==> src/hw/ulpi_host_defines.svh <==
// offsets, field positions and fixed codes of the ulpi host
// assumes: included by bare name from every file that decodes registers
`ifndef ULPI_HOST_DEFINES_SVH
`define ULPI_HOST_DEFINES_SVH

// ----------------------------------------
// register byte offsets
// ----------------------------------------
`define OFF_CTRL        4'h0
`define OFF_CMD         4'h4
`define OFF_STATUS      4'h8
`define OFF_RXINFO      4'hC

// ----------------------------------------
// control bits
// ----------------------------------------
`define CTRL_GO         0
`define CTRL_RD         1
`define CTRL_ABORT      2
`define CTRL_LP         3
`define CTRL_CLK_STOP   4
`define CTRL_RST_IGN    5
`define CTRL_PHY_RST    6
`define CTRL_AUTO_VBUS  7

// ----------------------------------------
// status bits
// ----------------------------------------
`define STAT_BUSY       0
`define STAT_DIR        1
`define STAT_ROLE       2
`define STAT_OVC        3
`define STAT_RD_DONE    4
`define STAT_INIT       5
`define STAT_PSW        6
`define STAT_REFCLK     7

// ----------------------------------------
// link codes
// ----------------------------------------
`define RXCMD_VBUS_LSB  2
`define VBUS_GOOD       2'h3
`define RESET_TXCMD     8'h84
`define RESET_DATA      8'h20
`define VBUS_OFF_TXCMD  8'h8C
`define VBUS_OFF_DATA   8'h40
`define SYNC_WIDTH      9

`endif

==> src/hw/ulpi_host_pkg.sv <==
// types shared by the ulpi host controller
// assumes: compiled before every module that imports it
`default_nettype none

package ulpi_host_pkg;

  // ----------------------------------------
  // link sequencer states
  // ----------------------------------------
  typedef enum logic [3:0] {
    ST_IDLE    = 4'h0,
    ST_CMD     = 4'h1,
    ST_DATA    = 4'h2,
    ST_STP     = 4'h3,
    ST_RD_TURN = 4'h4,
    ST_RD_BYTE = 4'h5,
    ST_RX      = 4'h6,
    ST_TURN    = 4'h7
  } link_state_e;

  typedef enum logic [1:0] {
    SRC_RESET = 2'h0,
    SRC_VBUS  = 2'h1,
    SRC_SW    = 2'h2
  } cmd_src_e;

  // ----------------------------------------
  // whole controller state
  // ----------------------------------------
  typedef struct packed {
    link_state_e st;
    cmd_src_e    src;
    logic        cur_rd;
    logic [7:0]  cur_tx;
    logic [7:0]  cur_dat;
    logic        acc;
    logic [3:0]  d_out;
    logic        d_oe;
    logic        stp;
    logic [3:0]  lo_nib;
    logic        lo_nxt;
    logic        have_lo;
    logic [7:0]  rxcmd;
    logic [7:0]  rd_data;
    logic [7:0]  rx_data;
    logic        ovc;
    logic        rd_done;
    logic        init_done;
    logic        pend_reset;
    logic        pend_vbus;
    logic        pend_sw;
    logic        sw_rd;
    logic [7:0]  sw_tx;
    logic [7:0]  sw_dat;
    logic        lp_mode;
    logic        clk_stop_req;
    logic        reset_ignore;
    logic        phy_reset;
    logic        auto_vbus;
    logic        abort_req;
    logic        refclk_en;
    logic        rst_oe;
    logic        av_wait;
    logic [31:0] rdata;
  } host_state_s;

endpackage : ulpi_host_pkg

`default_nettype wire

==> src/hw/ulpi_clk_edges.sv <==
// finds rising and falling edges of the synchronised link clock
// assumes: i_level already passed a synchroniser on i_mclk
`default_nettype none

module ulpi_clk_edges (
  input  wire logic i_mclk,
  input  wire logic i_rst_n,
  input  wire logic i_level,
  output logic      o_rise,
  output logic      o_fall
);

  logic prev_reg;

  always_ff @(posedge i_mclk or negedge i_rst_n) begin
    if (!i_rst_n) begin
      prev_reg <= 1'b0;
    end else begin
      prev_reg <= i_level;
    end
  end

  // combinational so the edge lines up with the synchronised data pins
  assign o_rise = i_level & ~prev_reg;
  assign o_fall = ~i_level & prev_reg;

endmodule : ulpi_clk_edges

`default_nettype wire

==> src/hw/ulpi_host_ctrl.sv <==
// ulpi link-side controller: drives the phy bus, reports over avalon-mm
// assumes: link clock well below i_mclk/4, all phy pins asynchronous to i_mclk
//
// How it works
// - idle bus: link drives data lines to zero
// - nonzero txcmd byte starts every transfer
// - link asserts stp on final cycle
// - stp during dir high aborts, dir drops
// - link enables fault input, sets polarity
// - link sets reset-ignore before power switch
// - vbus state not 11b: clear drive bit
// - role pin high peripheral, low host
// - low power before stopping reference clock
// - link selects exactly one bus mode
// - one turnaround cycle after each dir change
// - low nibble rising, high nibble falling edge
// - link issues reset once clock toggles
//
// Decided for this implementation: the register offsets and the Avalon-MM register port.
`default_nettype none

`include "ulpi_host_defines.svh"

module ulpi_host_ctrl
  import ulpi_host_pkg::*;
(
  input  wire logic        i_mclk,
  input  wire logic        i_rst_n,
  input  wire logic [3:0]  i_av_address,
  input  wire logic        i_av_read,
  input  wire logic        i_av_write,
  input  wire logic [31:0] i_av_writedata,
  output logic      [31:0] o_av_readdata,
  output logic             o_av_waitrequest,
  input  wire logic        i_ulpi_clk,
  input  wire logic        i_ulpi_dir,
  input  wire logic        i_ulpi_nxt,
  input  wire logic [3:0]  i_ulpi_data,
  output logic      [3:0]  o_ulpi_data,
  output logic             o_ulpi_data_oe,
  output logic             o_ulpi_stp,
  input  wire logic        i_cable_role_pin,
  input  wire logic        i_rst_psw,
  output logic             o_rst_psw,
  output logic             o_rst_psw_oe,
  output logic             o_ref_clk_en
);

  // ----------------------------------------
  // helpers
  // ----------------------------------------
  function automatic logic [3:0] nibble(input logic [7:0] b, input logic hi);
    nibble = hi ? b[7:4] : b[3:0];
  endfunction : nibble

  // ----------------------------------------
  // pin synchronisation and edge finding
  // ----------------------------------------
  logic [`SYNC_WIDTH-1:0] sync_vec;
  logic                   s_clk;
  logic                   s_dir;
  logic                   s_nxt;
  logic [3:0]             s_data;
  logic                   s_role;
  logic                   s_psw;
  logic                   rise;
  logic                   fall;

  ulpi_pin_sync #(
    .WIDTH (`SYNC_WIDTH)
  ) u_sync (
    .i_mclk  (i_mclk),
    .i_rst_n (i_rst_n),
    .i_pins  ({i_ulpi_clk, i_ulpi_dir, i_ulpi_nxt, i_ulpi_data, i_cable_role_pin, i_rst_psw}),
    .o_sync  (sync_vec)
  );

  assign {s_clk, s_dir, s_nxt, s_data, s_role, s_psw} = sync_vec;

  ulpi_clk_edges u_edges (
    .i_mclk  (i_mclk),
    .i_rst_n (i_rst_n),
    .i_level (s_clk),
    .o_rise  (rise),
    .o_fall  (fall)
  );

  // ----------------------------------------
  // state
  // ----------------------------------------
  host_state_s state_reg;
  host_state_s state_next;
  logic        av_req;
  logic        av_take;
  logic [7:0]  byte_in;
  logic [7:0]  status_byte;

  assign av_req  = i_av_read | i_av_write;
  assign av_take = av_req & ~state_reg.av_wait;
  assign byte_in = {s_data, state_reg.lo_nib};

  always_comb begin
    status_byte                 = 8'h00;
    status_byte[`STAT_BUSY]     = state_reg.pend_sw;
    status_byte[`STAT_DIR]      = s_dir;
    status_byte[`STAT_ROLE]     = s_role;
    status_byte[`STAT_OVC]      = state_reg.ovc;
    status_byte[`STAT_RD_DONE]  = state_reg.rd_done;
    status_byte[`STAT_INIT]     = state_reg.init_done;
    status_byte[`STAT_PSW]      = state_reg.reset_ignore & ~s_psw;
    status_byte[`STAT_REFCLK]   = state_reg.refclk_en;
  end

  always_comb begin
    state_next = state_reg;

    // ----------------------------------------
    // avalon slave: one wait cycle per request
    // ----------------------------------------
    state_next.av_wait = 1'b1;
    if (av_req && state_reg.av_wait) begin
      state_next.av_wait = 1'b0;
    end
    // writes leave readdata alone, so it holds until the next read answer
    if (i_av_read && state_reg.av_wait) begin
      unique case (i_av_address)
        `OFF_CTRL: begin
          state_next.rdata = {24'h000000, state_reg.auto_vbus, state_reg.phy_reset,
                              state_reg.reset_ignore, state_reg.clk_stop_req,
                              state_reg.lp_mode, state_reg.abort_req, state_reg.sw_rd, 1'b0};
        end
        `OFF_CMD:    state_next.rdata = {16'h0000, state_reg.sw_dat, state_reg.sw_tx};
        `OFF_STATUS: state_next.rdata = {24'h000000, status_byte};
        `OFF_RXINFO: begin
          state_next.rdata = {8'h00, state_reg.rx_data, state_reg.rd_data, state_reg.rxcmd};
        end
        default:     state_next.rdata = 32'h00000000;
      endcase
    end

    if (av_take && i_av_write) begin
      unique case (i_av_address)
        `OFF_CTRL: begin
          // register writes carry mode, fault and reset-ignore setup
          if (i_av_writedata[`CTRL_GO] && !state_reg.pend_sw) begin
            state_next.pend_sw = 1'b1;
            state_next.sw_rd   = i_av_writedata[`CTRL_RD];
          end
          // abort only means something while the phy owns the bus
          if (i_av_writedata[`CTRL_ABORT] && state_reg.st == ST_RX) begin
            state_next.abort_req = 1'b1;
          end
          // no leaving low power while the reference clock is stopped
          if (i_av_writedata[`CTRL_LP] || !state_reg.clk_stop_req) begin
            state_next.lp_mode = i_av_writedata[`CTRL_LP];
          end
          state_next.clk_stop_req = i_av_writedata[`CTRL_CLK_STOP];
          state_next.reset_ignore = i_av_writedata[`CTRL_RST_IGN];
          state_next.phy_reset    = i_av_writedata[`CTRL_PHY_RST];
          state_next.auto_vbus    = i_av_writedata[`CTRL_AUTO_VBUS];
        end
        `OFF_CMD: begin
          if (!state_reg.pend_sw) begin
            state_next.sw_tx  = i_av_writedata[7:0];
            state_next.sw_dat = i_av_writedata[15:8];
          end
        end
        `OFF_STATUS: begin
          if (i_av_writedata[`STAT_OVC]) begin
            state_next.ovc = 1'b0;
          end
          if (i_av_writedata[`STAT_RD_DONE]) begin
            state_next.rd_done = 1'b0;
          end
        end
        default: begin
        end
      endcase
    end

    // ----------------------------------------
    // side pins
    // ----------------------------------------
    // stop the reference clock only once the phy sits in low power
    state_next.refclk_en = ~(state_reg.clk_stop_req & state_reg.lp_mode);
    // never drive the shared pin once it serves as the power switch
    state_next.rst_oe    = state_reg.phy_reset & ~state_reg.reset_ignore;

    // first link clock edge after reset queues the reset write
    if (rise && !state_reg.init_done) begin
      state_next.init_done  = 1'b1;
      state_next.pend_reset = 1'b1;
    end

    // ----------------------------------------
    // link sequencer
    // ----------------------------------------
    unique case (state_reg.st)
      ST_IDLE: begin
        if (rise && s_dir) begin
          // dir just rose: this cycle is turnaround, release the lines
          state_next.d_oe    = 1'b0;
          state_next.have_lo = 1'b0;
          state_next.st      = ST_RX;
        end else if (fall && !s_dir
                     && (state_reg.pend_reset || state_reg.pend_vbus || state_reg.pend_sw)) begin
          if (state_reg.pend_reset) begin
            state_next.src     = SRC_RESET;
            state_next.cur_tx  = `RESET_TXCMD;
            state_next.cur_dat = `RESET_DATA;
            state_next.cur_rd  = 1'b0;
          end else if (state_reg.pend_vbus) begin
            state_next.src     = SRC_VBUS;
            state_next.cur_tx  = `VBUS_OFF_TXCMD;
            state_next.cur_dat = `VBUS_OFF_DATA;
            state_next.cur_rd  = 1'b0;
          end else begin
            state_next.src     = SRC_SW;
            state_next.cur_tx  = state_reg.sw_tx;
            state_next.cur_dat = state_reg.sw_dat;
            state_next.cur_rd  = state_reg.sw_rd;
          end
          state_next.acc = 1'b0;
          state_next.st  = ST_CMD;
          // low nibble set up before the rising edge
          state_next.d_out = state_reg.pend_reset ? nibble(`RESET_TXCMD, 1'b0)
                           : state_reg.pend_vbus  ? nibble(`VBUS_OFF_TXCMD, 1'b0)
                           : nibble(state_reg.sw_tx, 1'b0);
        end else if (rise && !s_dir) begin
          state_next.d_oe  = 1'b1;
          state_next.d_out = 4'h0;
        end
      end

      ST_CMD, ST_DATA: begin
        if (rise && s_dir) begin
          // phy took the bus first; command stays pending and retries
          state_next.d_oe    = 1'b0;
          state_next.have_lo = 1'b0;
          state_next.st      = ST_RX;
        end else if (rise) begin
          state_next.d_out = nibble((state_reg.st == ST_CMD) ? state_reg.cur_tx
                                                               : state_reg.cur_dat, 1'b1);
          state_next.acc   = s_nxt;
        end else if (fall && state_reg.acc) begin
          state_next.acc = 1'b0;
          if (state_reg.st == ST_DATA) begin
            state_next.d_out = 4'h0;
            state_next.stp   = 1'b1;
            state_next.st    = ST_STP;
          end else if (state_reg.cur_rd) begin
            state_next.d_out = 4'h0;
            state_next.st    = ST_RD_TURN;
          end else begin
            state_next.d_out = nibble(state_reg.cur_dat, 1'b0);
            state_next.st    = ST_DATA;
          end
        end else if (fall) begin
          state_next.d_out = nibble((state_reg.st == ST_CMD) ? state_reg.cur_tx
                                                               : state_reg.cur_dat, 1'b0);
        end
      end

      ST_STP: begin
        if (fall) begin
          state_next.stp = 1'b0;
          state_next.st  = ST_IDLE;
          unique case (state_reg.src)
            SRC_RESET: state_next.pend_reset = 1'b0;
            SRC_VBUS:  state_next.pend_vbus  = 1'b0;
            SRC_SW:    state_next.pend_sw    = 1'b0;
            default:   state_next.pend_sw    = 1'b0;
          endcase
        end
      end

      ST_RD_TURN: begin
        if (rise && s_dir) begin
          state_next.d_oe    = 1'b0;
          state_next.have_lo = 1'b0;
          state_next.st      = ST_RD_BYTE;
        end
      end

      ST_RD_BYTE: begin
        if (rise) begin
          state_next.lo_nib  = s_data;
          state_next.have_lo = 1'b1;
        end else if (fall && state_reg.have_lo) begin
          state_next.rd_data = byte_in;
          state_next.rd_done = 1'b1;
          state_next.pend_sw = 1'b0;
          state_next.have_lo = 1'b0;
          state_next.st      = ST_TURN;
        end
      end

      ST_RX: begin
        if (rise && !s_dir) begin
          // dir fell: turnaround is over by this edge, take the bus back
          state_next.d_oe    = 1'b1;
          state_next.d_out   = 4'h0;
          state_next.stp     = 1'b0;
          state_next.have_lo = 1'b0;
          state_next.st      = ST_IDLE;
          state_next.abort_req = 1'b0;
        end else if (rise) begin
          state_next.lo_nib  = s_data;
          state_next.lo_nxt  = s_nxt;
          state_next.have_lo = 1'b1;
        end else if (fall) begin
          // one-cycle abort strobe while the phy owns the bus
          state_next.stp = state_reg.abort_req;
          // only a consumed request clears; a write landing with no request pending survives
          if (state_reg.abort_req) begin
            state_next.abort_req = 1'b0;
          end
          if (state_reg.have_lo) begin
            state_next.have_lo = 1'b0;
            if (state_reg.lo_nxt) begin
              state_next.rx_data = byte_in;
            end else begin
              state_next.rxcmd = byte_in;
              // any vbus state other than good counts as overcurrent
              if (byte_in[`RXCMD_VBUS_LSB +: 2] != `VBUS_GOOD) begin
                state_next.ovc = 1'b1;
                if (state_reg.auto_vbus) begin
                  state_next.pend_vbus = 1'b1;
                end
              end
            end
          end
        end
      end

      ST_TURN: begin
        if (rise && !s_dir) begin
          state_next.d_oe  = 1'b1;
          state_next.d_out = 4'h0;
          state_next.st    = ST_IDLE;
        end
      end

      default: begin
        state_next.st   = ST_IDLE;
        state_next.d_oe = 1'b0;
      end
    endcase
  end

  always_ff @(posedge i_mclk or negedge i_rst_n) begin
    if (!i_rst_n) begin
      state_reg           <= '0;
      state_reg.st        <= ST_IDLE;
      state_reg.src       <= SRC_RESET;
      state_reg.refclk_en <= 1'b1;
      state_reg.av_wait   <= 1'b1;
    end else begin
      state_reg <= state_next;
    end
  end

  // ----------------------------------------
  // outputs
  // ----------------------------------------
  assign o_av_readdata    = state_reg.rdata;
  assign o_av_waitrequest = state_reg.av_wait;
  assign o_ulpi_data      = state_reg.d_out;
  assign o_ulpi_data_oe   = state_reg.d_oe;
  assign o_ulpi_stp       = state_reg.stp;
  assign o_rst_psw        = 1'b0;
  assign o_rst_psw_oe     = state_reg.rst_oe;
  assign o_ref_clk_en     = state_reg.refclk_en;

endmodule : ulpi_host_ctrl

`default_nettype wire

==> src/hw/ulpi_pin_sync.sv <==
// two-flop synchroniser for a group of pins
// assumes: each bit is an independent level from outside the i_mclk domain
`default_nettype none

module ulpi_pin_sync #(
  parameter int WIDTH = 1
) (
  input  wire logic             i_mclk,
  input  wire logic             i_rst_n,
  input  wire logic [WIDTH-1:0] i_pins,
  output logic      [WIDTH-1:0] o_sync
);

  logic [WIDTH-1:0] meta_reg;

  // first stage feeds only the second stage
  always_ff @(posedge i_mclk or negedge i_rst_n) begin
    if (!i_rst_n) begin
      meta_reg <= '0;
      o_sync   <= '0;
    end else begin
      meta_reg <= i_pins;
      o_sync   <= meta_reg;
    end
  end

endmodule : ulpi_pin_sync

`default_nettype wire
==> config.mk <==
export PLATFORM = sky130hd
export DESIGN_NAME = ulpi_host_ctrl
export DESIGN_NICKNAME = d
export VERILOG_FILES = /design/src/hw/ulpi_host_pkg.sv /design/src/hw/ulpi_clk_edges.sv /design/src/hw/ulpi_host_ctrl.sv /design/src/hw/ulpi_pin_sync.sv
export VERILOG_INCLUDE_DIRS = /design/src /design/src/hw
export SDC_FILE = /design/constraint.sdc
export NUM_CORES = 1
export LEC_CHECK = 0
export ABC_CLOCK_PERIOD_IN_PS = 2100
export BUFFER_PORTS_ARGS = -buffer_cell sky130_fd_sc_hd__buf_2
export CAP_MARGIN = 20
export CORE_UTILIZATION = 26
export CTS_BUF_LIST = sky130_fd_sc_hd__clkbuf_8
export CTS_CLUSTER_SIZE = 10
export DETAILED_ROUTE_END_ITERATION = 12
export PLACE_DENSITY = 0.46
export SLEW_MARGIN = 5
export SYNTH_ARGS = -nofsm -noshare
export SYNTH_HDL_FRONTEND = slang
export SYNTH_SLANG_ARGS = --single-unit
==> constraint.sdc <==
create_clock -name i_mclk -period 2.1 [get_ports i_mclk]
set_clock_uncertainty 0.15 [all_clocks]
set_input_delay 0 -clock i_mclk [delete_from_list [all_inputs] [get_ports i_mclk]]
set_output_delay 0 -clock i_mclk [all_outputs]
set_load 0.005 [all_outputs]
==> flow_metrics.tcl <==
set metrics [dict create \
    status "completed" \
    synth_top_cell_by_area "dfrtp_1" \
    cts-htree-levels 4 \
    core_area_um2 23700 \
    antenna_found_initial 0 \
    maxCapViolations 0 \
    rrSetupSlack_ns 0.04 \
    cts_tree "yes" \
    grt_pass1_vias 4869 \
    yosys.area.top_type_share_pct 52.3 \
    pwr-share-clk_pct 30.4 \
    internal_power_mw 5.16 \
    power_density_nw_per_um2 966 \
    synthFlopType "dfrtp_1" \
    synth_cell_type_count 72 \
    path_max_fanout 5 \
    synth.avg_cell_area_um2 11.1 \
    critPathKind "reg -> reg" \
    final_core_util_pct 33.9 \
    drc 0 \
    ys_top_cells_by_area "dfrtp_1, mux2_2, nand2_1" \
    vias 4701 \
    post-dp-hpwl_um 12900 \
    worst_hold_slack_ns 0.0301 \
    cpMostUsedCell "buf_6" \
    dr.pass1.iters 4 \
    slew_viol_final 0 \
    hold_depth 2 \
    yosysSeqAreaShare_pct 53.1 \
    async_reset_ff_share_pct 100 \
    gp_congestion 0.825 \
    cts-root-buf "clkbuf_8" \
    net-switching-power_mw 2.59 \
    largest_reg_flops 78 \
    grt_max_degree 53 \
    num_rows 56 \
    cp.required_ns 2.30 \
    layout_common_cells "dfrtp_1, nand2_1, buf_2, buf_4, o21ai_0" \
    rsz0062_at_grt "true" \
    cts-buffers-inserted 17 \
    path_delay_family "buffers and inverters" \
    grt_pass1_wl_um 27700 \
    n_antenna_cell 0 \
    drive_gt1_share_pct 34.0 \
    gr-total-overflow 0 \
    post-route-period-util_pct 98.3 \
    path_buf_inv 4 \
    design_area_um2 8030 \
    initial_core_util_pct 26.7 \
    critPathSlowestCell "dfrtp_1" \
    postPlaceCellArea_um2 7080 \
    clk_pin_slew_ns 0.09 \
    wl_um 17400 \
    cp_slowest_stage_delay_ns 0.40 \
    syn_area_um2 6320 \
    yosys.area_share.xor_xnor_pct 0.277 \
    cts.sinks 134 \
    layout_commonest_cell "dfrtp_1" \
    cp-end-kind "register" \
    die-area_um2 24900 \
    peakVddDrop_uv 427 \
    seq_power_share_pct 43.1 \
    syn2layout_area_growth_pct 27.1 \
    yosys_warnings 0 \
    final-setup-viol-count 0 \
    synth-edff-count 0 \
    start_kind "register" \
    period_minus_slack_ns 2.06 \
    die_h_um 158 \
    initialDrtViolationCount 270 \
    ios 91 \
    clockBufferDepth 2 \
    ff2ff_path_depth 8 \
    finalHoldViolations 0 \
    crit_path_cell_trace "inv_1, ha_2, nand3b_1, buf_6, nor4_4, buf_6, clkbuf_16, mux2_2" \
    final_nets 737 \
    muxShareOfSynthArea_pct 13.3 \
    die_w_um 158 \
    rr_endpoint "state_reg[79]" \
    track_usage_pct 14.9 \
    insertion_delay_ns 0.46 \
    wl_per_cell_um 17.1 \
    synth_top_family_by_area "multiplexers" \
    synth-seq-cells 134 \
    timing.rr.start "u_edges.prev_reg" \
    hp-class "in -> reg" \
    switching_share_pct 33.4 \
    max_freq_ghz 0.484 \
    netlist_instances 570 \
    io_buffers 65 \
    arrival_ns 2.26 \
    synth_compound_area_share_pct 12.9 \
    drtAntennaViolNets 0 \
    via_per_inst 4.62 \
    synthAdderAreaFrac_pct 0.554 \
    pwr-share-comb_pct 26.5 \
    holdPathEnd "u_sync.meta_reg[2]" \
    hold_start "i_ulpi_data[0]" \
    synth-simple-area-share_pct 12.2 \
    power.leakage_nw 3.76 \
]
==> cell usage after synthesis, drive strengths merged (4+ instances only) <==
cell and count:
a21oi 20, buf 56, mux2 48, inv 12, or2 4, a21o 5
dfrtp 132, a22o 6, o21ai 39, o31ai 12, clkbuf 12, nor2 20
mux4 4, mux2i 17, a221oi 4, nor3b 4, nor3 5, nand2b 5
nand2 91, nand3 10
==> per-layer routing <==
metal,global-route usage [%],share of wire [%],up-vias
met4,3.98,1.1,0
met2,23.6,47,98
met5,0,0,-
met3,3.18,3.9,15
met1,20.5,48,2363
li1,-,-,2225
==> layout make-up <==
| class | count | area (um2) |
|---|---|---|
| clock inverter | 13 | 173 |
| multi-input combinational | 364 | 2610 |
| timing repair buffer | 157 | 1190 |
| clock buffer | 19 | 262 |
| inverter | 12 | 45.0 |
| sequential | 134 | 3360 |
| tap | 319 | 399 |
| fill | 2452 | 15700 |
==> per-stage QoR <==
step	cells	setup TNS [ns]	setup slack, ns	total power, mW
2_1_floorplan	578	0	0.0813	4.47
3_3_place_gp	946	-0.0447	-0.0354	5.29
3_5_place_dp	946	-0.0882	-0.0319	5.31
4_1_cts	1014	-0.00617	-0.00311	7.77
5_1_grt	1018	-0.334	-0.0426	8.21
6_report	1018	0	0.0354	7.75
==> power by group through the flow <==
stage / Clock [mW] / Sequential, mW / Combinational [mW]
6_report: 2.35 / 3.34 / 2.06
5_1_grt: 2.53 / 3.40 / 2.28
4_1_cts: 2.42 / 3.34 / 2.01
3_5_place_dp: 0 / 3.39 / 1.92
3_3_place_gp: 0 / 3.38 / 1.90
2_1_floorplan: 0 / 3.21 / 1.26
==> worst max-delay path by stage <==
stage | depth (start not counted) | startpoint | slack, ns | endpoint
floorplan | 7 | u_sync.o_sync[8] | 0.08 | o_ulpi_data[3]
global placement | 9 | u_sync.o_sync[8] | -0.04 | o_ulpi_data[1]
detailed placement | 7 | u_sync.o_sync[8] | -0.03 | o_ulpi_data[2]
CTS | 8 | u_sync.o_sync[8] | -0.003 | state_reg[73]
global route | 9 | u_sync.o_sync[8] | -0.04 | state_reg[77]
finish | 8 | u_edges.prev_reg | 0.04 | state_reg[79]
==> cell families after synthesis <==
| kind of cell | after synthesis |
|---|---|
| buffers and inverters | 80 |
| DFF | 134 |
| and+or+nand+nor | 160 |
| AOI/OAI and AO/OA | 121 |
| other | 1 |
| muxes | 69 |
| xor gates and xnor gates | 2 |
| adders and majority gates | 3 |
==> repair_timing <==
item | 4_1_cts | 5_1_grt
resized for setup | 6 | 20
pin swaps | 1 | 5
gates cloned | 0 | 1
setup buffers | 1 | 3
endpoints found under the hold margin | 193 | 0
hold buffers | 35 | 0
endpoints found under the setup margin | 17 | 32
(Power assumes the default switching activity.)
